$ cat config.mk
export PLATFORM = sky130hd
export DESIGN_NAME = pwm_capture_group
export DESIGN_NICKNAME = d
export VERILOG_FILES = /design/src/rtl/pwm_capture_pkg.sv /design/src/rtl/pwm_capture_group.sv /design/src/rtl/pwm_clock_div.sv
export SDC_FILE = /design/constraint.sdc
export NUM_CORES = 1
export LEC_CHECK = 0
export BUFFER_PORTS_ARGS = -buffer_cell sky130_fd_sc_hd__buf_4
export CAP_MARGIN = 5
export CORE_MARGIN = 2
export CORE_UTILIZATION = 35
export DETAILED_ROUTE_END_ITERATION = 10
export SLEW_MARGIN = 20
export SYNTH_ARGS = -nofsm -noshare
export SYNTH_HDL_FRONTEND = slang
export SYNTH_SLANG_ARGS = --single-unit
$ cat constraint.sdc
create_clock -name clk_in -period 3.5 [get_ports clk_in]
set_clock_uncertainty 0.15 [all_clocks]
set_input_delay 0.525 -clock clk_in [delete_from_list [all_inputs] [get_ports clk_in]]
set_output_delay 0.525 -clock clk_in [all_outputs]
set_load 0.05 [all_outputs]
$ cat src/rtl/pwm_capture_pkg.sv
// Package with constants and carriers for the modulator and capture group
package pwm_capture_pkg;
  localparam int NUM_CH        = 4;
  localparam int CNT_W         = 16;
  localparam int PRE_W         = 8;
  localparam int DZ_W          = 8;
  localparam int DIV_SEL_W     = 3;
  // Divider selections: 1, 1/2, 1/4, 1/8, 1/16
  localparam logic [2:0] DIV_BY_1  = 3'h4;
  localparam logic [2:0] DIV_BY_2  = 3'h0;
  localparam logic [2:0] DIV_BY_4  = 3'h1;
  localparam logic [2:0] DIV_BY_8  = 3'h2;
  localparam logic [2:0] DIV_BY_16 = 3'h3;
  localparam int DIVC_W        = 4;
  // Control word bit positions in modulator_control_reg
  localparam int PAIR01_DZ_BIT = 4;
  localparam int PAIR23_DZ_BIT = 5;
  // Capture control layout, per register covering two channels
  localparam int CAP_RISE_IE_LO = 1;
  localparam int CAP_FALL_IE_LO = 2;
  localparam int CAP_RISE_IE_HI = 17;
  localparam int CAP_FALL_IE_HI = 18;
  localparam logic [CNT_W-1:0] CNT_ZERO = 16'h0000;
  localparam logic [CNT_W-1:0] CNT_ONE  = 16'h0001;
  localparam logic [PRE_W-1:0] PRE_ZERO = 8'h00;
  localparam logic [DZ_W-1:0]  DZ_ZERO  = 8'h00;
  localparam logic [DZ_W-1:0]  DZ_ONE   = 8'h01;
  localparam logic [DIVC_W-1:0] DIVC_ZERO = 4'h0;
  localparam logic [DIVC_W-1:0] DIVC_ONE  = 4'h1;

  // Per-channel timer setup
  typedef struct packed {
    logic             enable;      // Timer runs
    logic             auto_reload; // 1 auto-reload, 0 one-shot
    logic             center;      // 1 center-aligned, 0 edge-aligned
    logic [CNT_W-1:0] period;      // Period buffer value
    logic [CNT_W-1:0] compare;     // Compare buffer value
  } chan_cfg_s;

  // Per-channel capture setup
  typedef struct packed {
    logic enable;   // Loaded from the channel timer enable, not read
    logic rise_ie;  // Rising-edge interrupt enable
    logic fall_ie;  // Falling-edge interrupt enable
  } cap_cfg_s;
endpackage : pwm_capture_pkg

$ cat src/rtl/pwm_capture_group.sv
// Four-channel modulator group with dead zones and input capture
// Contract
// Four independent outputs or two complementary pairs with dead-zone units.
// Each generator has 8-bit prescaler and divider by 1,2,4,8,16.
// Each channel has 16-bit down counter for period, comparator for duty.
// Period flag set at counter zero; request only when enabled.
// Auto-reload mode reloads period at zero and keeps counting.
// One-shot mode stops at zero after one interrupt.
// Pair 0/1 enable bit 4 makes channels 0/1 complementary from timer 0.
// Pair 2/3 complementary uses timer 2 and dead-zone unit 2.
// Period and compare buffered, loaded into active copies at zero.
// Output goes high when counter equals compare value.
// Capture enable turns channel pin into capture input.
// Capture channel n uses timer n.
// Software sets up the timer before enabling capture.
// Counter copied to rising or falling latch on matching edge.
// Channel 0 rise/fall interrupts enabled by bits 1 and 2.
// Channel 1 uses bits 17 and 18; channels 2/3 second register.
// Counter n reloads when capture channel n interrupts.
// Interrupt indication bits cleared by writing one.
// Capture input should not toggle within interrupt service latency.
// Edge-aligned or center-aligned waveform selectable.
// Block emits conversion-start trigger for the converter.
// Each capture channel has own rise latch, fall latch, flag.
// Odd output inverts even, both low for dead time after transitions.
`timescale 1ns/100ps
module pwm_capture_group
  import pwm_capture_pkg::*;
#(
  parameter int NCH = NUM_CH
) (
  input  wire logic                   clk_in,                // 10 MHz clock
  input  wire logic                   resetn_in,             // Async reset, active low
  input  wire logic [31:0]            modulator_control_reg_in, // Pair enables
  input  wire logic [PRE_W-1:0]       prescale_in [2],       // Prescaler per generator
  input  wire logic [DIV_SEL_W-1:0]   div_sel_in [NCH],      // Divider per channel
  input  wire chan_cfg_s              chan_cfg_in [NCH],     // Timer setup
  input  wire logic                   period_reload_value_wr_in [NCH], // Buffer write
  input  wire logic [DZ_W-1:0]        dead_time_in [2],      // Dead time per pair
  input  wire logic [31:0]            capture_ctrl_ch01_in,  // Capture ctrl ch0/1
  input  wire logic [31:0]            capture_ctrl_ch23_in,  // Capture ctrl ch2/3
  input  wire logic [NCH-1:0]         period_irq_en_in,      // Period irq enables
  input  wire logic [NCH-1:0]         period_irq_clr_in,     // Write-one clears
  input  wire logic [NCH-1:0]         capture_irq_clr_in,    // Write-one clears
  input  wire logic [NCH-1:0]         adc_trig_en_in,        // Trigger source enable
  input  wire logic [NCH-1:0]         pin_in,                // Pin input level
  output logic [NCH-1:0]              pin_out,               // Pin output level
  output logic [NCH-1:0]              pin_oe_out,            // Pin drive enable
  output logic [NCH-1:0]              period_irq_indicator_out, // Period flags
  output logic [NCH-1:0]              capture_irq_flag_out,  // Capture flags
  output logic                        period_irq_out,        // Period request
  output logic                        capture_irq_out,       // Capture request
  output logic                        adc_start_out,         // Conversion trigger pulse
  output logic [CNT_W-1:0]            rising_capture_latch_out [NCH],  // Rise latches
  output logic [CNT_W-1:0]            falling_capture_latch_out [NCH], // Fall latches
  output logic [CNT_W-1:0]            counter_out [NCH]      // Counter values
);
  import pwm_capture_pkg::*;

  logic [NCH-1:0]   tick;
  logic [NCH-1:0]   zero_hit;
  logic [NCH-1:0]   cap_evt;
  logic [NCH-1:0]   raw_wave;
  logic [NCH-1:0]   pin_d;
  logic [NCH-1:0]   pin_prev_q;
  logic [CNT_W-1:0] cnt_q  [NCH];
  logic [CNT_W-1:0] cmp_q  [NCH];
  logic [CNT_W-1:0] per_q  [NCH];
  logic [CNT_W-1:0] pbuf_q [NCH];
  logic [CNT_W-1:0] cbuf_q [NCH];
  logic [NCH-1:0]   run_q;
  logic [NCH-1:0]   up_q;
  logic [NCH-1:0]   wave_q;
  logic [NCH-1:0]   pair_mode;
  cap_cfg_s         cap [NCH];

  // Pair selection from the control word
  assign pair_mode[0] = modulator_control_reg_in[PAIR01_DZ_BIT];
  assign pair_mode[1] = 1'b0;
  assign pair_mode[2] = modulator_control_reg_in[PAIR23_DZ_BIT];
  assign pair_mode[3] = 1'b0;

  // Capture control decode, same layout for both registers
  assign cap[0] = '{chan_cfg_in[0].enable, capture_ctrl_ch01_in[CAP_RISE_IE_LO],
                    capture_ctrl_ch01_in[CAP_FALL_IE_LO]};
  assign cap[1] = '{chan_cfg_in[1].enable, capture_ctrl_ch01_in[CAP_RISE_IE_HI],
                    capture_ctrl_ch01_in[CAP_FALL_IE_HI]};
  assign cap[2] = '{chan_cfg_in[2].enable, capture_ctrl_ch23_in[CAP_RISE_IE_LO],
                    capture_ctrl_ch23_in[CAP_FALL_IE_LO]};
  assign cap[3] = '{chan_cfg_in[3].enable, capture_ctrl_ch23_in[CAP_RISE_IE_HI],
                    capture_ctrl_ch23_in[CAP_FALL_IE_HI]};

  genvar g;
  generate
    for (g = 0; g < NCH; g++) begin : g_ch
      logic rise;
      logic fall;
      logic cap_mode;

      // Capture enable comes from bit 0/16 of the capture control word
      assign cap_mode = (g < 2) ? capture_ctrl_ch01_in[(g % 2) * 16]
                                : capture_ctrl_ch23_in[(g % 2) * 16];

      // Pin edges, capture events and period end
      assign rise = cap_mode && pin_in[g] && !pin_prev_q[g];
      assign fall = cap_mode && !pin_in[g] && pin_prev_q[g];
      assign cap_evt[g] = (rise && cap[g].rise_ie) || (fall && cap[g].fall_ie);
      assign zero_hit[g] = tick[g] && run_q[g] && (cnt_q[g] == CNT_ZERO);

      // Each generator's prescale value is shared by its two timers
      pwm_clock_div u_div (
        .clk_in      (clk_in),
        .resetn_in   (resetn_in),
        .prescale_in (prescale_in[g / 2]),
        .div_sel_in  (div_sel_in[g]),
        .tick_out    (tick[g])
      );

      // Software buffer registers
      always_ff @(posedge clk_in or negedge resetn_in) begin
        if (!resetn_in) begin
          pbuf_q[g] <= CNT_ZERO;
          cbuf_q[g] <= CNT_ZERO;
        end else if (period_reload_value_wr_in[g]) begin
          pbuf_q[g] <= chan_cfg_in[g].period;
          cbuf_q[g] <= chan_cfg_in[g].compare;
        end
      end

      // Down counter, reload and one-shot stop
      always_ff @(posedge clk_in or negedge resetn_in) begin
        if (!resetn_in) begin
          cnt_q[g] <= CNT_ZERO;
          per_q[g] <= CNT_ZERO;
          cmp_q[g] <= CNT_ZERO;
          run_q[g] <= 1'b0;
          up_q[g]  <= 1'b0;
        end else if (!chan_cfg_in[g].enable) begin
          run_q[g] <= 1'b0;
          cnt_q[g] <= CNT_ZERO;
          per_q[g] <= CNT_ZERO; // Re-arms a finished one-shot
          up_q[g]  <= 1'b0;
        end else if (!run_q[g]) begin
          // Start from the buffers; a finished one-shot keeps its period
          // and stays parked at zero until disabled
          if (per_q[g] == CNT_ZERO || chan_cfg_in[g].auto_reload) begin
            run_q[g] <= 1'b1;
            per_q[g] <= pbuf_q[g];
            cmp_q[g] <= cbuf_q[g];
            cnt_q[g] <= pbuf_q[g];
            up_q[g]  <= 1'b0;
          end
        end else if (cap_evt[g]) begin
          cnt_q[g] <= per_q[g];
          up_q[g]  <= 1'b0;
        end else if (tick[g]) begin
          if (chan_cfg_in[g].center && up_q[g]) begin
            if (cnt_q[g] >= per_q[g]) begin
              up_q[g] <= 1'b0;
              cnt_q[g] <= cnt_q[g] - CNT_ONE;
            end else begin
              cnt_q[g] <= cnt_q[g] + CNT_ONE;
            end
          end else if (cnt_q[g] == CNT_ZERO) begin
            per_q[g] <= pbuf_q[g];
            cmp_q[g] <= cbuf_q[g];
            if (chan_cfg_in[g].center) begin
              up_q[g]  <= 1'b1;
              cnt_q[g] <= CNT_ONE;
            end else begin
              cnt_q[g] <= pbuf_q[g];
              up_q[g]  <= 1'b0;
            end
            if (!chan_cfg_in[g].auto_reload) begin
              run_q[g] <= 1'b0;
              cnt_q[g] <= CNT_ZERO;
            end
          end else begin
            cnt_q[g] <= cnt_q[g] - CNT_ONE;
          end
        end
      end

      // Raw waveform: high from compare match until period end, or until the up-count match in center mode
      always_ff @(posedge clk_in or negedge resetn_in) begin
        if (!resetn_in) begin
          wave_q[g] <= 1'b0;
        end else if (!run_q[g]) begin
          wave_q[g] <= 1'b0;
        end else if (cnt_q[g] == cmp_q[g] && !up_q[g]) begin
          wave_q[g] <= 1'b1;
        end else if ((zero_hit[g] && !chan_cfg_in[g].center) ||
                     (up_q[g] && cnt_q[g] == cmp_q[g])) begin
          // Center mode keeps the pulse across zero; up-count match ends it
          wave_q[g] <= 1'b0;
        end
      end

      // Previous pin level for edge detection
      always_ff @(posedge clk_in or negedge resetn_in) begin
        if (!resetn_in) begin
          pin_prev_q[g] <= 1'b0;
        end else begin
          pin_prev_q[g] <= pin_in[g];
        end
      end

      // Capture latches
      always_ff @(posedge clk_in or negedge resetn_in) begin
        if (!resetn_in) begin
          rising_capture_latch_out[g]  <= CNT_ZERO;
          falling_capture_latch_out[g] <= CNT_ZERO;
        end else begin
          if (rise) begin
            rising_capture_latch_out[g] <= cnt_q[g];
          end
          if (fall) begin
            falling_capture_latch_out[g] <= cnt_q[g];
          end
        end
      end

      // Sticky flags, set beats clear
      always_ff @(posedge clk_in or negedge resetn_in) begin
        if (!resetn_in) begin
          period_irq_indicator_out[g] <= 1'b0;
          capture_irq_flag_out[g]     <= 1'b0;
        end else begin
          if (zero_hit[g]) begin
            period_irq_indicator_out[g] <= 1'b1;
          end else if (period_irq_clr_in[g]) begin
            period_irq_indicator_out[g] <= 1'b0;
          end
          if (cap_evt[g]) begin
            capture_irq_flag_out[g] <= 1'b1;
          end else if (capture_irq_clr_in[g]) begin
            capture_irq_flag_out[g] <= 1'b0;
          end
        end
      end

      // Pin data from the raw waveform; the output register forces it low in capture mode
      assign pin_d[g] = raw_wave[g];

      // Registered pin drive and enable
      always_ff @(posedge clk_in or negedge resetn_in) begin
        if (!resetn_in) begin
          pin_oe_out[g] <= 1'b0;
          pin_out[g]    <= 1'b0;
        end else begin
          pin_oe_out[g] <= !cap_mode;
          pin_out[g]    <= cap_mode ? 1'b0 : pin_d[g];
        end
      end

      // Live counter view
      assign counter_out[g] = cnt_q[g];
    end

    // Dead-zone units, one per pair
    for (g = 0; g < NCH; g += 2) begin : g_dz
      logic [DZ_W-1:0] dz_q;
      logic            last_q;

      always_ff @(posedge clk_in or negedge resetn_in) begin
        if (!resetn_in) begin
          dz_q   <= DZ_ZERO;
          last_q <= 1'b0;
        end else begin
          last_q <= wave_q[g];
          if (wave_q[g] != last_q) begin
            dz_q <= dead_time_in[g / 2];
          end else if (dz_q != DZ_ZERO) begin
            dz_q <= dz_q - DZ_ONE;
          end
        end
      end

      // Pair mode: odd is inverse of even, both low during dead time
      always_comb begin
        if (pair_mode[g]) begin
          raw_wave[g]   = wave_q[g] && (dz_q == DZ_ZERO) && (wave_q[g] == last_q);
          raw_wave[g+1] = !wave_q[g] && (dz_q == DZ_ZERO) && (wave_q[g] == last_q);
        end else begin
          raw_wave[g]   = wave_q[g];
          raw_wave[g+1] = wave_q[g+1];
        end
      end
    end
  endgenerate

  // Group interrupt requests and converter trigger
  always_ff @(posedge clk_in or negedge resetn_in) begin
    if (!resetn_in) begin
      period_irq_out  <= 1'b0;
      capture_irq_out <= 1'b0;
      adc_start_out   <= 1'b0;
    end else begin
      period_irq_out  <= |(period_irq_indicator_out & period_irq_en_in);
      capture_irq_out <= |capture_irq_flag_out;
      adc_start_out   <= |(zero_hit & adc_trig_en_in);
    end
  end
endmodule : pwm_capture_group

$ cat src/rtl/pwm_clock_div.sv
// Prescaler plus power-of-two divider producing a timer tick enable
`timescale 1ns/100ps
module pwm_clock_div
  import pwm_capture_pkg::*;
(
  input  wire logic                   clk_in,     // System clock
  input  wire logic                   resetn_in,  // Async reset, active low
  input  wire logic [PRE_W-1:0]       prescale_in, // Prescale, divide by value+1
  input  wire logic [DIV_SEL_W-1:0]   div_sel_in, // Divider selection code
  output logic                        tick_out    // One-cycle enable pulse
);
  import pwm_capture_pkg::*;

  logic [PRE_W-1:0]  pre_q;
  logic [DIVC_W-1:0] div_q;
  logic [DIVC_W-1:0] div_lim;
  logic              pre_tick;

  // Divider terminal count from selection
  always_comb begin
    case (div_sel_in)
      DIV_BY_2:  div_lim = 4'h1;
      DIV_BY_4:  div_lim = 4'h3;
      DIV_BY_8:  div_lim = 4'h7;
      DIV_BY_16: div_lim = 4'hF;
      default:   div_lim = DIVC_ZERO;
    endcase
  end

  assign pre_tick = (pre_q == PRE_ZERO);

  // Eight-bit prescaler
  always_ff @(posedge clk_in or negedge resetn_in) begin
    if (!resetn_in) begin
      pre_q <= PRE_ZERO;
    end else if (pre_tick) begin
      pre_q <= prescale_in;
    end else begin
      pre_q <= pre_q - 8'h01;
    end
  end

  // Divider stage and tick pulse
  always_ff @(posedge clk_in or negedge resetn_in) begin
    if (!resetn_in) begin
      div_q    <= DIVC_ZERO;
      tick_out <= 1'b0;
    end else begin
      tick_out <= 1'b0;
      if (pre_tick) begin
        if (div_q >= div_lim) begin
          div_q    <= DIVC_ZERO;
          tick_out <= 1'b1;
        end else begin
          div_q <= div_q + DIVC_ONE;
        end
      end
    end
  end
endmodule : pwm_clock_div

After elaboration in Yosys (flattened, before gate mapping)
Cells that the tools add are included.

operators by class
  $add $sub $neg = 18
  $mul = 0
  div/mod/pow operators = 0
  $lt $le $gt $ge = 8
  equal/unequal tests = 72
  shifts and indexed selects = 0
  mux-type cells = 214
  bitwise logic cells = 2
  reductions and logical operators = 143

operator list
  cell                                                                     count
  16-bit two-way mux                                                       88
  16-bit logical NOT                                                       8
  1-bit two-way mux                                                        108
  16-bit by 1-bit adder with 16-bit output, second input constant          4
  16-bit equality test                                                     4
  16-bit greater-or-equal comparator                                       4
  8-bit two-way mux                                                        8
  4-bit one-hot mux with 4 select lines                                    4
  16-bit by 1-bit subtractor with 16-bit output, second input constant     4
  1-bit logical AND                                                        56
  8-bit logical NOT                                                        6
  8-bit by 1-bit subtractor with 8-bit output, second input constant       6
  2-bit nonzero test                                                       14
  3-bit by 2-bit equality test with 1-bit output, second input constant    8
  3-bit by 1-bit inequality test with 1-bit output, second input constant  8
  3-bit by 2-bit inequality test with 1-bit output, second input constant  8
  3-bit inequality test, second input constant                             8
  6-bit AND reduction                                                      4
  1-bit logical NOT                                                        22
  5-bit by 3-bit inequality test with 1-bit output, second input constant  4
  5-bit by 4-bit inequality test with 1-bit output, second input constant  4
  5-bit AND reduction                                                      4
  4-bit by 1-bit adder with 4-bit output, second input constant            4
  4-bit greater-or-equal comparator                                        4
  other kinds (15)                                                         65

word-level totals
  bits in registers = 553
  bits in latches = 0
  memory bits (writable) = 0
  ROM bits = 0
  input bits = 306
  output and inout bits = 211
  word-level logic and storage cells = 536
  memories kept = 0

Depth between registers and ports, before layout
Gate-level depths: netlist of the first run.

  depth in word-level cells = 8
  depth in mapped cells = 15
  gate-level depth less buffers = 10

By module
From an unflattened synthesis of the first run, not the netlist that was laid out.

second synthesis, totals
  cell total of the unflattened synthesis = 2930
  area total of the unflattened synthesis = 30097.6 µm²

by module, submodules not included
  module                              times used  cells an instance  area each (µm²)  seq. area each (µm²)
  pwm_capture_group                   1           2614               27078.5          12537.0
  pwm_clock_div at g_ch[1].u_div ...  3           79                 758.2            325.3
  pwm_clock_div at g_ch[0].u_div      1           79                 744.5            325.3

Least setup slack after synthesis of the first run
Ideal clock, no wire load.

  kind = reg2reg
  from = register cnt_q, in the netlist counter_out[16]
  to = register cnt_q, in the netlist counter_out[18]
  library setup time = 0.138 ns
  arrival time = 3.336 ns
  required time = 3.212 ns
  setup slack = -0.124 ns
  cell stages (with the launch flop) = 13
  path buffers = 2
  clock period less this slack = 3.624 ns
  cell sequence = dfrtp_1 > clkbuf_1 > inv_1 > ha_1 > nand2b_1 > a2111oi_0 > o31a_1 > o21bai_1 > a21oi_1 > clkbuf_1 > mux2i_1 > xor2_1 > o21ai_0

on the way
  word-level cells in the longest chain between the ends = 7
  elaborated cells on any way between the ends = 11
  those cells by class = 2 x add/sub; 1 x order compare; 7 x mux; 1 x reduce/logical

ends and longest elaborated chain
  item                                                                         RTL line                                            text
  start, declared                                                              pwm_capture_group.sv:66                             logic [CNT_W-1:0] cnt_q [NCH];
  start signal, assigned by index                                              pwm_capture_group.sv:150                            cnt_q[g] <= pbuf_q[g];
  start signal, assigned by index                                              pwm_capture_group.sv:154                            cnt_q[g] <= per_q[g];
  start signal, assigned by index                                              pwm_capture_group.sv:160                            cnt_q[g] <= cnt_q[g] - CNT_ONE;
  16-bit by 1-bit subtractor with 16-bit output, or another cell as far along  pwm_capture_group.sv:160, pwm_capture_group.sv:179
  16-bit two-way mux (on tied branches)                                        pwm_capture_group.sv:164, pwm_capture_group.sv:158
  16-bit two-way mux (*)                                                       pwm_capture_group.sv:157                            if (chan_cfg_in[g].center && up_q[g]) begin
  16-bit two-way mux (*)                                                       pwm_capture_group.sv:156                            end else if (tick[g]) begin
  16-bit two-way mux (*)                                                       pwm_capture_group.sv:153                            end else if (cap_evt[g]) begin
  16-bit two-way mux (*)                                                       pwm_capture_group.sv:143                            end else if (!run_q[g]) begin
  16-bit two-way mux (*)                                                       pwm_capture_group.sv:138                            end else if (!chan_cfg_in[g].enable) begin

Every way passes the cells marked *; elsewhere a longest branch is shown, timed or not. The select of a mux whose other input is x is not followed.
A chain may end at the register's enable or synchronous reset.

Final worst setup path of the first run
  from = register cnt_q, in the netlist counter_out[17]
  to = register cnt_q, in the netlist counter_out[26]

Same word-level chain as after synthesis.

==> impl_metrics.prom, run 1 <==
# TYPE chip_impl_metric gauge
chip_impl_info{name="critical-path-top-delay-family",value="simple AND/OR/NAND/NOR gates"} 1
chip_impl_metric{name="synth_cell_type_count",unit=""} 90
chip_impl_metric{name="via_count_of_the_first_global_routing_pass",unit=""} 24800
chip_impl_metric{name="clkLatencyLatePin",unit="ns"} 0.62
chip_impl_metric{name="final_core_utilization",unit="%"} 46.0
chip_impl_metric{name="fillCellCount",unit=""} 8108
chip_impl_metric{name="timing.hold.ws",unit="ns"} 0.0469
chip_impl_metric{name="wirelength",unit="um"} 94500
chip_impl_metric{name="cts.repair_timing.setup_buffer_count",unit=""} 0
chip_impl_metric{name="crit_buf_inv",unit=""} 2
chip_impl_metric{name="place.port_buffers",unit=""} 434
chip_impl_metric{name="grt_usage",unit="%"} 21.1
chip_impl_metric{name="tritoncts_num_sinks",unit=""} 553
chip_impl_metric{name="average_wire_per_cell_in_the_routed_design",unit="um"} 19.7
chip_impl_metric{name="die_h",unit="um"} 296
chip_impl_metric{name="synth-seq-cells",unit=""} 553
chip_impl_info{name="ranking_of_synthesized_cells_by_instance_count",value="sky130_fd_sc_hd__dfrtp_1 (553), sky130_fd_sc_hd__mux2_2 (264), sky130_fd_sc_hd__nand2_1 (227)"} 1
chip_impl_metric{name="layout.nets",unit=""} 3992
chip_impl_info{name="synth_largest_area_cell",value="sky130_fd_sc_hd__dfrtp_1"} 1
chip_impl_metric{name="die_w",unit="um"} 296
chip_impl_metric{name="cts_hold_buf",unit=""} 173
chip_impl_metric{name="post_route_cells_drive_above_1_share",unit="%"} 27.9
chip_impl_metric{name="clock_tree.htree_level_count",unit=""} 3
chip_impl_metric{name="cellPowerDensity",unit="mW/mm2"} 654
chip_impl_metric{name="grt_pass1_wl",unit="um"} 145000
chip_impl_metric{name="drc",unit=""} 0
chip_impl_metric{name="dr_total_vias",unit=""} 25100
chip_impl_metric{name="ys.warnings.count",unit=""} 0
chip_impl_metric{name="ant_nets",unit=""} 0
chip_impl_metric{name="synthToLayoutAreaGrowth",unit="%"} 30.8
chip_impl_metric{name="placeable_core_region",unit="mm2"} 0.0849
chip_impl_info{name="timing.hold.worst.class",value="in -> reg"} 1
chip_impl_metric{name="critPathMaxFanout",unit=""} 6
chip_impl_info{name="cts.root.buffer_cell",value="sky130_fd_sc_hd__clkbuf_16"} 1
chip_impl_info{name="crit_slowest_cell",value="sky130_fd_sc_hd__or4b_2"} 1
chip_impl_metric{name="row_count",unit=""} 107
chip_impl_metric{name="synth_sequential_area_ratio",unit="%"} 46.4
chip_impl_metric{name="cts_resized",unit=""} 0
chip_impl_metric{name="drt-initial-drc-count",unit=""} 1471
chip_impl_metric{name="placedInstanceArea",unit="mm2"} 0.0351
chip_impl_metric{name="synth_nets",unit=""} 3340
chip_impl_metric{name="antenna_found_initial",unit=""} 10
chip_impl_metric{name="worst_slew_pin_slew",unit="ns"} 1.00
chip_impl_metric{name="die_area",unit="mm2"} 0.0876
chip_impl_metric{name="synth.top_cell.area_share",unit="%"} 46.4
chip_impl_metric{name="final_max_tran_viols",unit=""} 0
chip_impl_metric{name="max-cap-violations",unit=""} 0
chip_impl_metric{name="critical_path_required",unit="ns"} 3.83
chip_impl_metric{name="place.detailed.hpwl",unit="um"} 68900
chip_impl_info{name="outcome",value="finished clean"} 1
chip_impl_metric{name="synth_cells",unit=""} 2933
chip_impl_metric{name="post-route-cell-area",unit="mm2"} 0.0390
chip_impl_metric{name="timing.final.crit_share",unit="%"} 95.1
chip_impl_metric{name="finalSetupViolations",unit=""} 0
chip_impl_metric{name="slowest_delay",unit="ns"} 0.71
chip_impl_info{name="tritoncts",value="built"} 1
chip_impl_info{name="grt_setup_unrepaired",value="no"} 1
chip_impl_info{name="synth_most_common_cell",value="sky130_fd_sc_hd__dfrtp_1"} 1
chip_impl_metric{name="worst_ep_arrival_time",unit="ns"} 3.66
chip_impl_metric{name="tns",unit="ns"} 0
chip_impl_metric{name="ir_drop",unit="mV"} 0.337
chip_impl_metric{name="io_pins",unit=""} 517
chip_impl_metric{name="finalHoldViolations",unit=""} 0
chip_impl_metric{name="vias_per_cell",unit=""} 5.24
chip_impl_info{name="cp_cell_sequence",value="inv_1, ha_1, or4b_2, nor3_1, buf_4, nand2_1, o31a_1, nand3_1, mux2i_1, a221oi_1, o21ai_0"} 1
chip_impl_info{name="cp-end-kind",value="register"} 1
chip_impl_metric{name="max_freq",unit="MHz"} 300
chip_impl_metric{name="static-leakage-power",unit="nW"} 17.9
chip_impl_metric{name="grt_start_max_net_pins",unit=""} 103
chip_impl_metric{name="relSlewSlack",unit="%"} 33.0
chip_impl_metric{name="overflow",unit=""} 0
chip_impl_metric{name="initial_utilization",unit="%"} 35.1
chip_impl_info{name="synth_ff_type",value="sky130_fd_sc_hd__dfrtp_1"} 1
chip_impl_metric{name="gpl.final_weighted_congestion",unit=""} 0.917
chip_impl_metric{name="layout_min_cycle_time",unit="ns"} 3.33
chip_impl_metric{name="synth_area_per_cell",unit="um2"} 10.2
chip_impl_info{name="setup.worst_path.class",value="reg -> reg"} 1
chip_impl_metric{name="cts_made_buffers",unit=""} 67
chip_impl_info{name="synth_top_cells_by_area",value="sky130_fd_sc_hd__dfrtp_1 (46%), sky130_fd_sc_hd__mux2_2 (10%), sky130_fd_sc_hd__ha_1 (4.2%), sky130_fd_sc_hd__o21ai_0 (3.0%), sky130_fd_sc_hd__nand2_1 (2.9%)"} 1
chip_impl_metric{name="cts.clk_slew.worst_paths",unit="ns"} 0.06
chip_impl_metric{name="edff_count_synth",unit=""} 0
chip_impl_metric{name="synth_async_sr_flop_share",unit="%"} 100
chip_impl_metric{name="ctsLongestPathBuffers",unit=""} 3
chip_impl_metric{name="drtPass1Iterations",unit=""} 5
chip_impl_info{name="critical_path.startpoint_type",value="register"} 1
chip_impl_metric{name="synth_area",unit="mm2"} 0.0298
[metal layers]
layer	part of all wire, %	up-vias	GRT usage, %
met5	0.026	-	0
met4	2.4	4	6.89
met3	5.7	148	2.96
met2	46	764	33.4
met1	46	12400	29.7
li1	-	11800	-
[sequential cells by signal, indices dropped and copies added (netlist names), 16 cells and up]
| name | count |
|---|---|
| cbuf_q | 64 |
| cmp_q | 64 |
| counter_out | 64 |
| falling_capture_latch_out | 64 |
| pbuf_q | 64 |
| per_q | 64 |
| rising_capture_latch_out | 64 |
| g_ch.u_div.pre_q | 32 |
| g_ch.u_div.div_q | 16 |
| g_dz.dz_q | 16 |
[cell usage in the layout, fill, tap and decap left out, types with 12 or more instances in the layout]
master,synthesis,final
sky130_fd_sc_hd__xnor2_1,72,72
sky130_fd_sc_hd__o21ai_0,177,175
sky130_fd_sc_hd__nand2_1,227,227
sky130_fd_sc_hd__o211ai_1,41,41
sky130_fd_sc_hd__dfrtp_1,553,552
sky130_fd_sc_hd__or2_2,15,15
sky130_fd_sc_hd__clkbuf_1,151,16
sky130_fd_sc_hd__nand4_1,26,26
sky130_fd_sc_hd__ha_1,101,101
sky130_fd_sc_hd__clkbuf_16,0,67
sky130_fd_sc_hd__nand3_1,81,81
sky130_fd_sc_hd__nand2b_1,24,24
sky130_fd_sc_hd__a31oi_1,26,26
sky130_fd_sc_hd__nor2b_1,17,16
sky130_fd_sc_hd__a21oi_1,134,134
sky130_fd_sc_hd__nor4_1,43,43
sky130_fd_sc_hd__and2_1,12,12
sky130_fd_sc_hd__mux2_2,264,264
sky130_fd_sc_hd__inv_1,143,143
sky130_fd_sc_hd__nand3b_1,15,15
sky130_fd_sc_hd__clkbuf_8,0,14
sky130_fd_sc_hd__a21o_1,34,34
sky130_fd_sc_hd__nor2_1,205,205
sky130_fd_sc_hd__xor2_1,84,84
sky130_fd_sc_hd__mux2_4,20,20
sky130_fd_sc_hd__or3_1,28,28
sky130_fd_sc_hd__and3_1,23,23
sky130_fd_sc_hd__buf_4,3,579
sky130_fd_sc_hd__a211oi_1,21,21
sky130_fd_sc_hd__nor3_1,56,56
sky130_fd_sc_hd__o221ai_1,13,13
sky130_fd_sc_hd__dlygate4sd3_1,0,173
sky130_fd_sc_hd__a22o_1,25,25
sky130_fd_sc_hd__o31ai_1,17,17
sky130_fd_sc_hd__mux2i_1,75,75
[worst register-to-register path, cell delays in order (launching register included)]
cell                       delay, ns
sky130_fd_sc_hd__dfrtp_1        0.51
sky130_fd_sc_hd__inv_1          0.19
sky130_fd_sc_hd__ha_1           0.29
sky130_fd_sc_hd__or4b_2         0.71
sky130_fd_sc_hd__nor3_1         0.22
sky130_fd_sc_hd__buf_4          0.17
sky130_fd_sc_hd__nand2_1        0.05
sky130_fd_sc_hd__o31a_1         0.25
sky130_fd_sc_hd__nand3_1        0.10
sky130_fd_sc_hd__mux2i_1        0.20
sky130_fd_sc_hd__a221oi_1       0.06
sky130_fd_sc_hd__o21ai_0        0.28
[logic make-up (layout without fill, tap and decap cells)]
group | Yosys count | count (layout) | share of synthesized area [%]
AOI/OAI and AO/OA | 620 | 620 | 13.5
xor gates and xnor gates | 156 | 156 | 4.58
adders and majority gates | 101 | 101 | 4.24
buffers and inverters | 325 | 1026 | 4.34
DFF | 553 | 553 | 46.4
muxes | 360 | 360 | 13.5
other | 0 | 9 | 0
and+or+nand+nor | 818 | 818 | 13.4
[final cells by class]
type                       instances  area, um2  share of cell area (%)
inverter                         145        544                    1.39
timing repair buffer             763       6290                    16.1
clock buffer                      97       1930                    4.94
multi-input combinational       2055      14700                    37.7
antenna                            9       22.5                  0.0577
tap                             1144       1430                    3.67
clock inverter                    21        263                   0.673
sequential                       553      13800                    35.5
[metrics by stage]
step                worst slack (ns)  total power, mW  cells
detailed placement             0.279             18.4   4487
floorplan                    0.00377             15.2   2933
global placement               0.247             18.3   4487
global route                  0.0445             26.9   4783
finish                         0.171             25.5   4787
CTS                            0.243             25.7   4778
[where the power goes]
part	switching, mW	internal, mW	total, mW	leakage (nW)
logic	5.71	3.92	9.64	9.86
registers	1.15	7.72	8.87	6.94
clock network	2.92	4.09	7.01	1.07
total	9.78	15.7	25.5	17.9
[final timing paths]
kind | depth (start not counted) | from | endpoint | slack, ns
worst max-delay path | 11 | counter_out[17] | counter_out[26] | 0.17
worst min register to register | 1 | g_ch[3].u_div.pre_q[0] | g_ch[3].u_div.pre_q[0] | 0.32
min in group asynchronous | 2 | resetn_in | falling_capture_latch_out[0] | 0.27
max in group asynchronous | 3 | resetn_in | capture_irq_flag_out[0] | 1.87
worst max register to register | 11 | counter_out[17] | counter_out[26] | 0.17
worst min-delay path | 2 | chan_cfg_in[29] | pbuf_q[13] | 0.05
(Power assumes the default switching activity.)
==> inputs of run 2 (changes only) <==
--- a/config.mk
+++ b/config.mk
@@ -5,6 +5,7 @@
 export SDC_FILE = /design/constraint.sdc
 export NUM_CORES = 1
 export LEC_CHECK = 0
+export ABC_AREA = 1
 export BUFFER_PORTS_ARGS = -buffer_cell sky130_fd_sc_hd__buf_4
 export CAP_MARGIN = 5
 export CORE_MARGIN = 2
==> run 2 against run 1 <==
Routed wire length up 12%. Cell count up 25%. Global-route usage up 1.4 points. Utilization shrank 1.1 points. Via count increased by 18%. Final area is 3.0% higher. Combinational power increased by 29%. Sequential cell count stayed put. Clock power is essentially flat. Synthesized cell count is 42% higher. Non-clock buffer count fell by 45. Area after synthesis is 5.7% higher. Critical path type unchanged. Critical endpoint is now counter_out[9]. Largest power group unchanged.
==> impl_metrics.prom, run 2 <==
# TYPE chip_impl_metric gauge
chip_impl_metric{name="layout_min_cycle_time",unit="ns"} 3.08
chip_impl_metric{name="relSlewSlack",unit="%"} 34.1
chip_impl_metric{name="row_count",unit=""} 110
chip_impl_metric{name="synth_sequential_area_ratio",unit="%"} 43.9
chip_impl_metric{name="place.port_buffers",unit=""} 434
chip_impl_metric{name="register_to_register_setup_slack",unit="ns"} 0.42
chip_impl_metric{name="synth_cells",unit=""} 4171
chip_impl_metric{name="max-cap-violations",unit=""} 0
chip_impl_info{name="grt_setup_unrepaired",value="no"} 1
chip_impl_info{name="cp_cell_sequence",value="ha_1, nand2_1, inv_1, nand2_1, nand2_1, a21oi_2, nand3_1, or2_0, nand3_1, nand2_1, nand2_1, nand2_1"} 1
chip_impl_metric{name="dp_worst_setup_slack",unit="ns"} 0.510
chip_impl_metric{name="grt_pass1_wl",unit="um"} 165000
chip_impl_metric{name="critical_path_required",unit="ns"} 3.87
chip_impl_metric{name="placeable_core_region",unit="mm2"} 0.0896
chip_impl_info{name="synth_ff_type",value="sky130_fd_sc_hd__dfrtp_1"} 1
chip_impl_metric{name="static-leakage-power",unit="nW"} 19.8
chip_impl_metric{name="synth.top_cell.area_share",unit="%"} 43.9
chip_impl_metric{name="max_freq",unit="MHz"} 325
chip_impl_metric{name="worst_ep_arrival_time",unit="ns"} 3.44
chip_impl_metric{name="final_max_tran_viols",unit=""} 0
chip_impl_metric{name="synth-seq-cells",unit=""} 553
chip_impl_metric{name="ys.warnings.count",unit=""} 0
chip_impl_info{name="synth_largest_area_cell",value="sky130_fd_sc_hd__dfrtp_1"} 1
chip_impl_metric{name="synth_cell_type_count",unit=""} 56
chip_impl_metric{name="die_h",unit="um"} 304
chip_impl_metric{name="finalHoldViolations",unit=""} 0
chip_impl_metric{name="cts.clk_slew.worst_paths",unit="ns"} 0.06
chip_impl_metric{name="via_count_of_the_first_global_routing_pass",unit=""} 28800
chip_impl_info{name="synth_most_common_cell",value="sky130_fd_sc_hd__nand2_1"} 1
chip_impl_metric{name="synth_async_sr_flop_share",unit="%"} 100
chip_impl_metric{name="overflow",unit=""} 0
chip_impl_metric{name="ir_drop",unit="mV"} 0.382
chip_impl_metric{name="clkLatencyLatePin",unit="ns"} 0.63
chip_impl_metric{name="wirelength",unit="um"} 105000
chip_impl_metric{name="drtPass1Iterations",unit=""} 5
chip_impl_info{name="cp-end-kind",value="register"} 1
chip_impl_metric{name="worst_slew_pin_slew",unit="ns"} 0.988
chip_impl_metric{name="cts_made_buffers",unit=""} 68
chip_impl_info{name="setup.worst_path.class",value="reg -> reg"} 1
chip_impl_metric{name="timing.final.ws_setup",unit="ns"} 0.423
chip_impl_metric{name="io_pins",unit=""} 517
chip_impl_info{name="layout_common_cells",value="sky130_fd_sc_hd__nand2_1 (1,189), sky130_fd_sc_hd__dfrtp_1 (553), sky130_fd_sc_hd__buf_4 (540), sky130_fd_sc_hd__inv_1 (455), sky130_fd_sc_hd__nor2_1 (404)"} 1
chip_impl_info{name="ranking_of_synthesized_cells_by_instance_count",value="sky130_fd_sc_hd__nand2_1 (1,190), sky130_fd_sc_hd__dfrtp_1 (553), sky130_fd_sc_hd__inv_1 (455)"} 1
chip_impl_info{name="outcome",value="finished clean"} 1
chip_impl_metric{name="ant_nets",unit=""} 0
chip_impl_metric{name="cellPowerDensity",unit="mW/mm2"} 706
chip_impl_metric{name="clock_tree.htree_level_count",unit=""} 3
chip_impl_metric{name="average_wire_per_cell_in_the_routed_design",unit="um"} 17.6
chip_impl_metric{name="ctsLongestPathBuffers",unit=""} 3
chip_impl_info{name="cts.root.buffer_cell",value="sky130_fd_sc_hd__clkbuf_16"} 1
chip_impl_metric{name="place.detailed.hpwl",unit="um"} 77900
chip_impl_info{name="crit_slowest_cell",value="sky130_fd_sc_hd__dfrtp_1"} 1
chip_impl_info{name="path_common_cell",value="sky130_fd_sc_hd__nand2_1"} 1
chip_impl_metric{name="layout.nets",unit=""} 5181
chip_impl_metric{name="post_route_cells_drive_above_1_share",unit="%"} 16.5
chip_impl_metric{name="edff_count_synth",unit=""} 0
chip_impl_metric{name="antenna_found_initial",unit=""} 3
chip_impl_metric{name="die_w",unit="um"} 304
chip_impl_info{name="tritoncts",value="built"} 1
chip_impl_metric{name="slowest_delay",unit="ns"} 0.77
chip_impl_metric{name="tritoncts_num_sinks",unit=""} 553
chip_impl_metric{name="vias_per_cell",unit=""} 4.94
chip_impl_metric{name="drc",unit=""} 0
chip_impl_metric{name="timing.final.crit_share",unit="%"} 87.9
chip_impl_metric{name="synth_area_per_cell",unit="um2"} 7.56
chip_impl_metric{name="drt-initial-drc-count",unit=""} 2157
chip_impl_metric{name="dr_total_vias",unit=""} 29700
chip_impl_metric{name="grt_start_max_net_pins",unit=""} 78
chip_impl_metric{name="fillCellCount",unit=""} 8926
chip_impl_metric{name="initial_utilization",unit="%"} 35.2
chip_impl_metric{name="synth_nets",unit=""} 4578
chip_impl_metric{name="die_area",unit="mm2"} 0.0925
chip_impl_metric{name="critPathMaxFanout",unit=""} 17
chip_impl_info{name="synth_top_cells_by_area",value="sky130_fd_sc_hd__dfrtp_1 (44%), sky130_fd_sc_hd__nand2_1 (14%), sky130_fd_sc_hd__o21ai_0 (6.3%), sky130_fd_sc_hd__inv_1 (5.4%), sky130_fd_sc_hd__nor2_1 (4.8%)"} 1
chip_impl_metric{name="finalSetupViolations",unit=""} 0
chip_impl_info{name="timing.hold.worst.class",value="in -> reg"} 1
chip_impl_metric{name="synth_area",unit="mm2"} 0.0315
chip_impl_metric{name="tns",unit="ns"} 0
chip_impl_metric{name="grt_usage",unit="%"} 22.5
chip_impl_info{name="critical_path.startpoint_type",value="register"} 1
chip_impl_info{name="mostFrequentLayoutCell",value="sky130_fd_sc_hd__nand2_1"} 1
chip_impl_metric{name="synthToLayoutAreaGrowth",unit="%"} 27.5
chip_impl_metric{name="gpl.final_weighted_congestion",unit=""} 0.941
run 2: layout make-up:
class | instances | area [um2] | share of cell area, %
Multi-Input combinational cell | 2951 | 15000 | 37.2
Sequential cell | 553 | 13800 | 34.4
Timing Repair Buffer | 718 | 5930 | 14.8
Clock buffer | 93 | 1940 | 4.82
Inverter | 482 | 1810 | 4.51
Tap cell | 1176 | 1470 | 3.66
Clock inverter | 24 | 244 | 0.607
Antenna cell | 1 | 2.50 | 0.00622
run 2: final timing paths:
kind | start | to | depth (start not counted)
setup / recovery | counter_out[11] | counter_out[9] | 12
hold / removal | chan_cfg_in[31] | pbuf_q[15] | 3
setup reg to reg | counter_out[11] | counter_out[9] | 12
hold reg to reg | g_ch[1].u_div.pre_q[0] | g_ch[1].u_div.pre_q[0] | 1
max in group asynchronous | resetn_in | cbuf_q[33] | 4
min in group asynchronous | resetn_in | cbuf_q[54] | 2
run 2: stage by stage:
stage	utilization (%)	cells	hold slack, ns	total power [mW]	cell area [um2]
after floorplan	-	4171	0.0794	17.3	31500
after global placement	40.6	5712	0.306	21.0	36300
after detailed placement	40.6	5712	0.309	21.2	36300
after CTS	44.9	5997	0.00287	28.5	40200
after global routing	44.9	5997	0.0173	30.2	40200
final	44.9	5998	0.0368	28.4	40200
run 2: power breakdown:
part           internal [mW]  leakage, nW  switching, mW
logic                   4.22         11.7           8.22
registers               7.76         7.04           1.17
clock network           4.10         1.07           2.92
total                   16.1         19.8           12.3
run 2: kinds of logic after synthesis:
| family | after synthesis | share of synthesized area (%) |
|---|---|---|
| xor gates and xnor gates | 149 | 4.14 |
| buffers and inverters | 667 | 8.67 |
| DFF | 553 | 43.9 |
| and+or+nand+nor | 1974 | 26.3 |
| adders and majority gates | 101 | 4.01 |
| AOI/OAI and AO/OA | 727 | 13.0 |
run 2: routing by layer:
metal / GRT usage (%) / vias to the layer above / share of wire [%]
met3: 3.81 / 175 / 5.9
met4: 7.15 / 4 / 2.8
met2: 36.6 / 888 / 46
met5: 0 / - / 0.018
met1: 30.5 / 14000 / 45
li1: - / 14600 / -
run 2: timing repair:
item,in CTS,in global routing
setup buffers,0,0
hold buffers,168,0
hold endpoints to repair,240,0
gates resized for setup,0,0
run 2: worst max-delay path, delay by kind of cell (launching register included):
family          cells  cell delay, ns
flops               1            0.77
compound gates      1            0.22
simple gates        9            1.43
fa+ha+maj           1            0.36
buf+inv             1            0.05
==> inputs of run 3 (changes only) <==
--- a/config.mk
+++ b/config.mk
@@ -11,6 +11,7 @@
 export CORE_MARGIN = 2
 export CORE_UTILIZATION = 35
 export DETAILED_ROUTE_END_ITERATION = 10
+export PLACE_DENSITY = 0.55
 export SLEW_MARGIN = 20
 export SYNTH_ARGS = -nofsm -noshare
 export SYNTH_HDL_FRONTEND = slang
==> run 3 against run 2 <==
Via count decreased by 0.73%. Register-to-register slack better by 0.02 ns. Combinational power hardly changed. Sequential share of layout area fell by 0.18 points. Total power increased by 0.84%.
==> impl_metrics.prom, run 3 (synthesized netlist as in run 2, its figures left out) <==
# TYPE chip_impl_metric gauge
chip_impl_metric{name="fillCellCount",unit=""} 9084
chip_impl_metric{name="overflow",unit=""} 0
chip_impl_metric{name="grt_usage",unit="%"} 22.6
chip_impl_metric{name="placeable_core_region",unit="mm2"} 0.0896
chip_impl_metric{name="final_max_tran_viols",unit=""} 0
chip_impl_metric{name="clkLatencyLatePin",unit="ns"} 0.63
chip_impl_metric{name="cts_made_buffers",unit=""} 69
chip_impl_metric{name="antenna_found_initial",unit=""} 13
chip_impl_metric{name="timing.hold.ws",unit="ns"} 0.0513
chip_impl_metric{name="dr_total_vias",unit=""} 29400
chip_impl_info{name="cp_cell_sequence",value="inv_1, nand2_1, nor3_2, nand2_1, nor3_1, a22oi_1, buf_4, nand3_1, dlygate4sd3_1"} 1
chip_impl_info{name="critical_path.startpoint_type",value="register"} 1
chip_impl_metric{name="row_count",unit=""} 110
chip_impl_info{name="tritoncts",value="built"} 1
chip_impl_metric{name="finalHoldViolations",unit=""} 0
chip_impl_metric{name="drt-initial-drc-count",unit=""} 1870
chip_impl_metric{name="worst_slew_pin_slew",unit="ns"} 0.977
chip_impl_metric{name="critPathMaxFanout",unit=""} 10
chip_impl_metric{name="max_freq",unit="MHz"} 328
chip_impl_metric{name="wirelength",unit="um"} 106000
chip_impl_metric{name="vias_per_cell",unit=""} 4.89
chip_impl_metric{name="gpl.final_weighted_congestion",unit=""} 0.918
chip_impl_metric{name="cts.repair_timing.setup_buffer_count",unit=""} 0
chip_impl_metric{name="worst_hold_path.num_cells",unit=""} 3
chip_impl_info{name="cp-startpoint",value="counter_out[9]"} 1
chip_impl_info{name="grt_setup_unrepaired",value="no"} 1
chip_impl_metric{name="average_wire_per_cell_in_the_routed_design",unit="um"} 17.6
chip_impl_metric{name="totalPowerFinal",unit="mW"} 28.6
chip_impl_info{name="crit-reg2reg-launch",value="counter_out[9]"} 1
chip_impl_metric{name="critical_path_required",unit="ns"} 3.91
chip_impl_metric{name="rr_worst_depth",unit=""} 9
chip_impl_metric{name="grt_start_max_net_pins",unit=""} 89
chip_impl_metric{name="clock_tree.htree_level_count",unit=""} 3
chip_impl_info{name="busiest_layer",value="met2"} 1
chip_impl_metric{name="cts.clk_slew.worst_paths",unit="ns"} 0.06
chip_impl_info{name="timing.hold.worst_endpoint",value="pbuf_q[16]"} 1
chip_impl_metric{name="post_route_cells_drive_above_1_share",unit="%"} 16.7
chip_impl_metric{name="register_to_register_setup_slack",unit="ns"} 0.45
chip_impl_metric{name="crit_buf_inv",unit=""} 3
chip_impl_metric{name="cts_resized",unit=""} 0
chip_impl_metric{name="static-leakage-power",unit="nW"} 19.9
chip_impl_info{name="outcome",value="finished clean"} 1
chip_impl_info{name="layout_common_cells",value="sky130_fd_sc_hd__nand2_1 (1,189), sky130_fd_sc_hd__dfrtp_1 (553), sky130_fd_sc_hd__buf_4 (552), sky130_fd_sc_hd__inv_1 (455), sky130_fd_sc_hd__nor2_1 (404)"} 1
chip_impl_metric{name="layout_min_cycle_time",unit="ns"} 3.05
chip_impl_metric{name="drtPass1Iterations",unit=""} 5
chip_impl_metric{name="die_area",unit="mm2"} 0.0925
chip_impl_info{name="setup.worst_path.class",value="reg -> reg"} 1
chip_impl_metric{name="via_count_of_the_first_global_routing_pass",unit=""} 28800
chip_impl_metric{name="layout.nets",unit=""} 5199
chip_impl_metric{name="timing.final.crit_share",unit="%"} 87.2
chip_impl_metric{name="die_w",unit="um"} 304
chip_impl_info{name="timing.hold.worst.class",value="in -> reg"} 1
chip_impl_metric{name="tritoncts_num_sinks",unit=""} 553
chip_impl_metric{name="ant_nets",unit=""} 0
chip_impl_metric{name="drc",unit=""} 0
chip_impl_metric{name="use_met2",unit="%"} 35.4
chip_impl_metric{name="ctsLongestPathBuffers",unit=""} 3
chip_impl_metric{name="gr-usage-met3",unit="%"} 4.58
chip_impl_info{name="cp-end-kind",value="register"} 1
chip_impl_metric{name="place.port_buffers",unit=""} 434
chip_impl_info{name="path_common_cell",value="sky130_fd_sc_hd__nand2_1"} 1
chip_impl_info{name="crit_slowest_cell",value="sky130_fd_sc_hd__dfrtp_1"} 1
chip_impl_metric{name="relSlewSlack",unit="%"} 34.8
chip_impl_metric{name="ir_drop",unit="mV"} 0.491
chip_impl_metric{name="use_met1",unit="%"} 31.2
chip_impl_info{name="hold_path.startpoint",value="chan_cfg_in[51]"} 1
chip_impl_metric{name="max-cap-violations",unit=""} 0
chip_impl_metric{name="worst_ep_arrival_time",unit="ns"} 3.46
chip_impl_metric{name="finalSetupViolations",unit=""} 0
chip_impl_metric{name="die_h",unit="um"} 304
chip_impl_info{name="mostFrequentLayoutCell",value="sky130_fd_sc_hd__nand2_1"} 1
chip_impl_metric{name="io_pins",unit=""} 517
chip_impl_metric{name="slowest_delay",unit="ns"} 0.59
chip_impl_metric{name="cts_hold_buf",unit=""} 174
chip_impl_metric{name="place.detailed.hpwl",unit="um"} 78200
chip_impl_info{name="critical-path-top-delay-family",value="buffers and inverters"} 1
chip_impl_info{name="capturing_point_of_the_worst_reg2reg_path",value="adc_start_out"} 1
chip_impl_metric{name="cellPowerDensity",unit="mW/mm2"} 708
chip_impl_metric{name="initial_utilization",unit="%"} 35.2
chip_impl_info{name="cts.root.buffer_cell",value="sky130_fd_sc_hd__clkbuf_16"} 1
chip_impl_metric{name="grt_pass1_wl",unit="um"} 165000
chip_impl_metric{name="tns",unit="ns"} 0
chip_impl_metric{name="synthToLayoutAreaGrowth",unit="%"} 28.2
==> run 3: changes by cell type in the layout (fill, tap and decap cells not counted), sizes merged <==
cell / change
dlygate4sd3: +6
buf: +11
inv: +2
clkbuf: +9
clkinv: -5
diode: +4
==> run 3: worst register-to-register path, stage by stage, from the launching register on <==
cell and delay (ns):
sky130_fd_sc_hd__dfrtp_1 0.59, sky130_fd_sc_hd__inv_1 0.31, sky130_fd_sc_hd__nand2_1 0.10, sky130_fd_sc_hd__nor3_2 0.25, sky130_fd_sc_hd__nand2_1 0.13, sky130_fd_sc_hd__nor3_1 0.41, sky130_fd_sc_hd__a22oi_1 0.21, sky130_fd_sc_hd__buf_4 0.22
sky130_fd_sc_hd__nand3_1 0.06, sky130_fd_sc_hd__dlygate4sd3_1 0.54
==> run 3: per-layer routing <==
layer	part of all wire, %	vias up
met5	0.079	-
met2	44	914
met3	6.4	179
met1	46	13700
li1	-	14600
met4	3.0	12
==> run 3: how the worst max path moves through the flow <==
stage,cells after the start,slack (ns),end
2_1_floorplan,10,0.92,up_q[3]
3_3_place_gp,12,0.45,counter_out[9]
3_5_place_dp,12,0.54,counter_out[9]
4_1_cts,9,0.47,adc_start_out
5_1_grt,11,0.28,adc_start_out
6_report,9,0.45,adc_start_out
==> run 3: stage by stage <==
step                      setup WS [ns]  utilization [%]  cell area, um2  cells
after floorplan                   0.923                -           31500   4171
final                             0.447             45.1           40400   6025
after global placement            0.455             40.6           36400   5723
after global routing              0.280             45.1           40400   6024
after CTS                         0.469             45.1           40400   6020
after detailed placement          0.544             40.6           36400   5723
==> run 3: area by class of cell <==
cell class	instances	area, um2	area share [%]
antenna	5	12.5	0.0310
clock buffer	102	2040	5.06
clock inverter	21	210	0.520
inverter	482	1810	4.48
multi-input combinational	2951	15000	37.0
sequential	553	13800	34.2
tap	1176	1470	3.64
timing repair buffer	735	6060	15.0
==> run 3: report_power, final <==
group	internal [mW]	switching [mW]	total, mW
sequential	7.76	1.07	8.84
clock	4.27	2.91	7.18
combinational	4.28	8.33	12.6
total	16.3	12.3	28.6
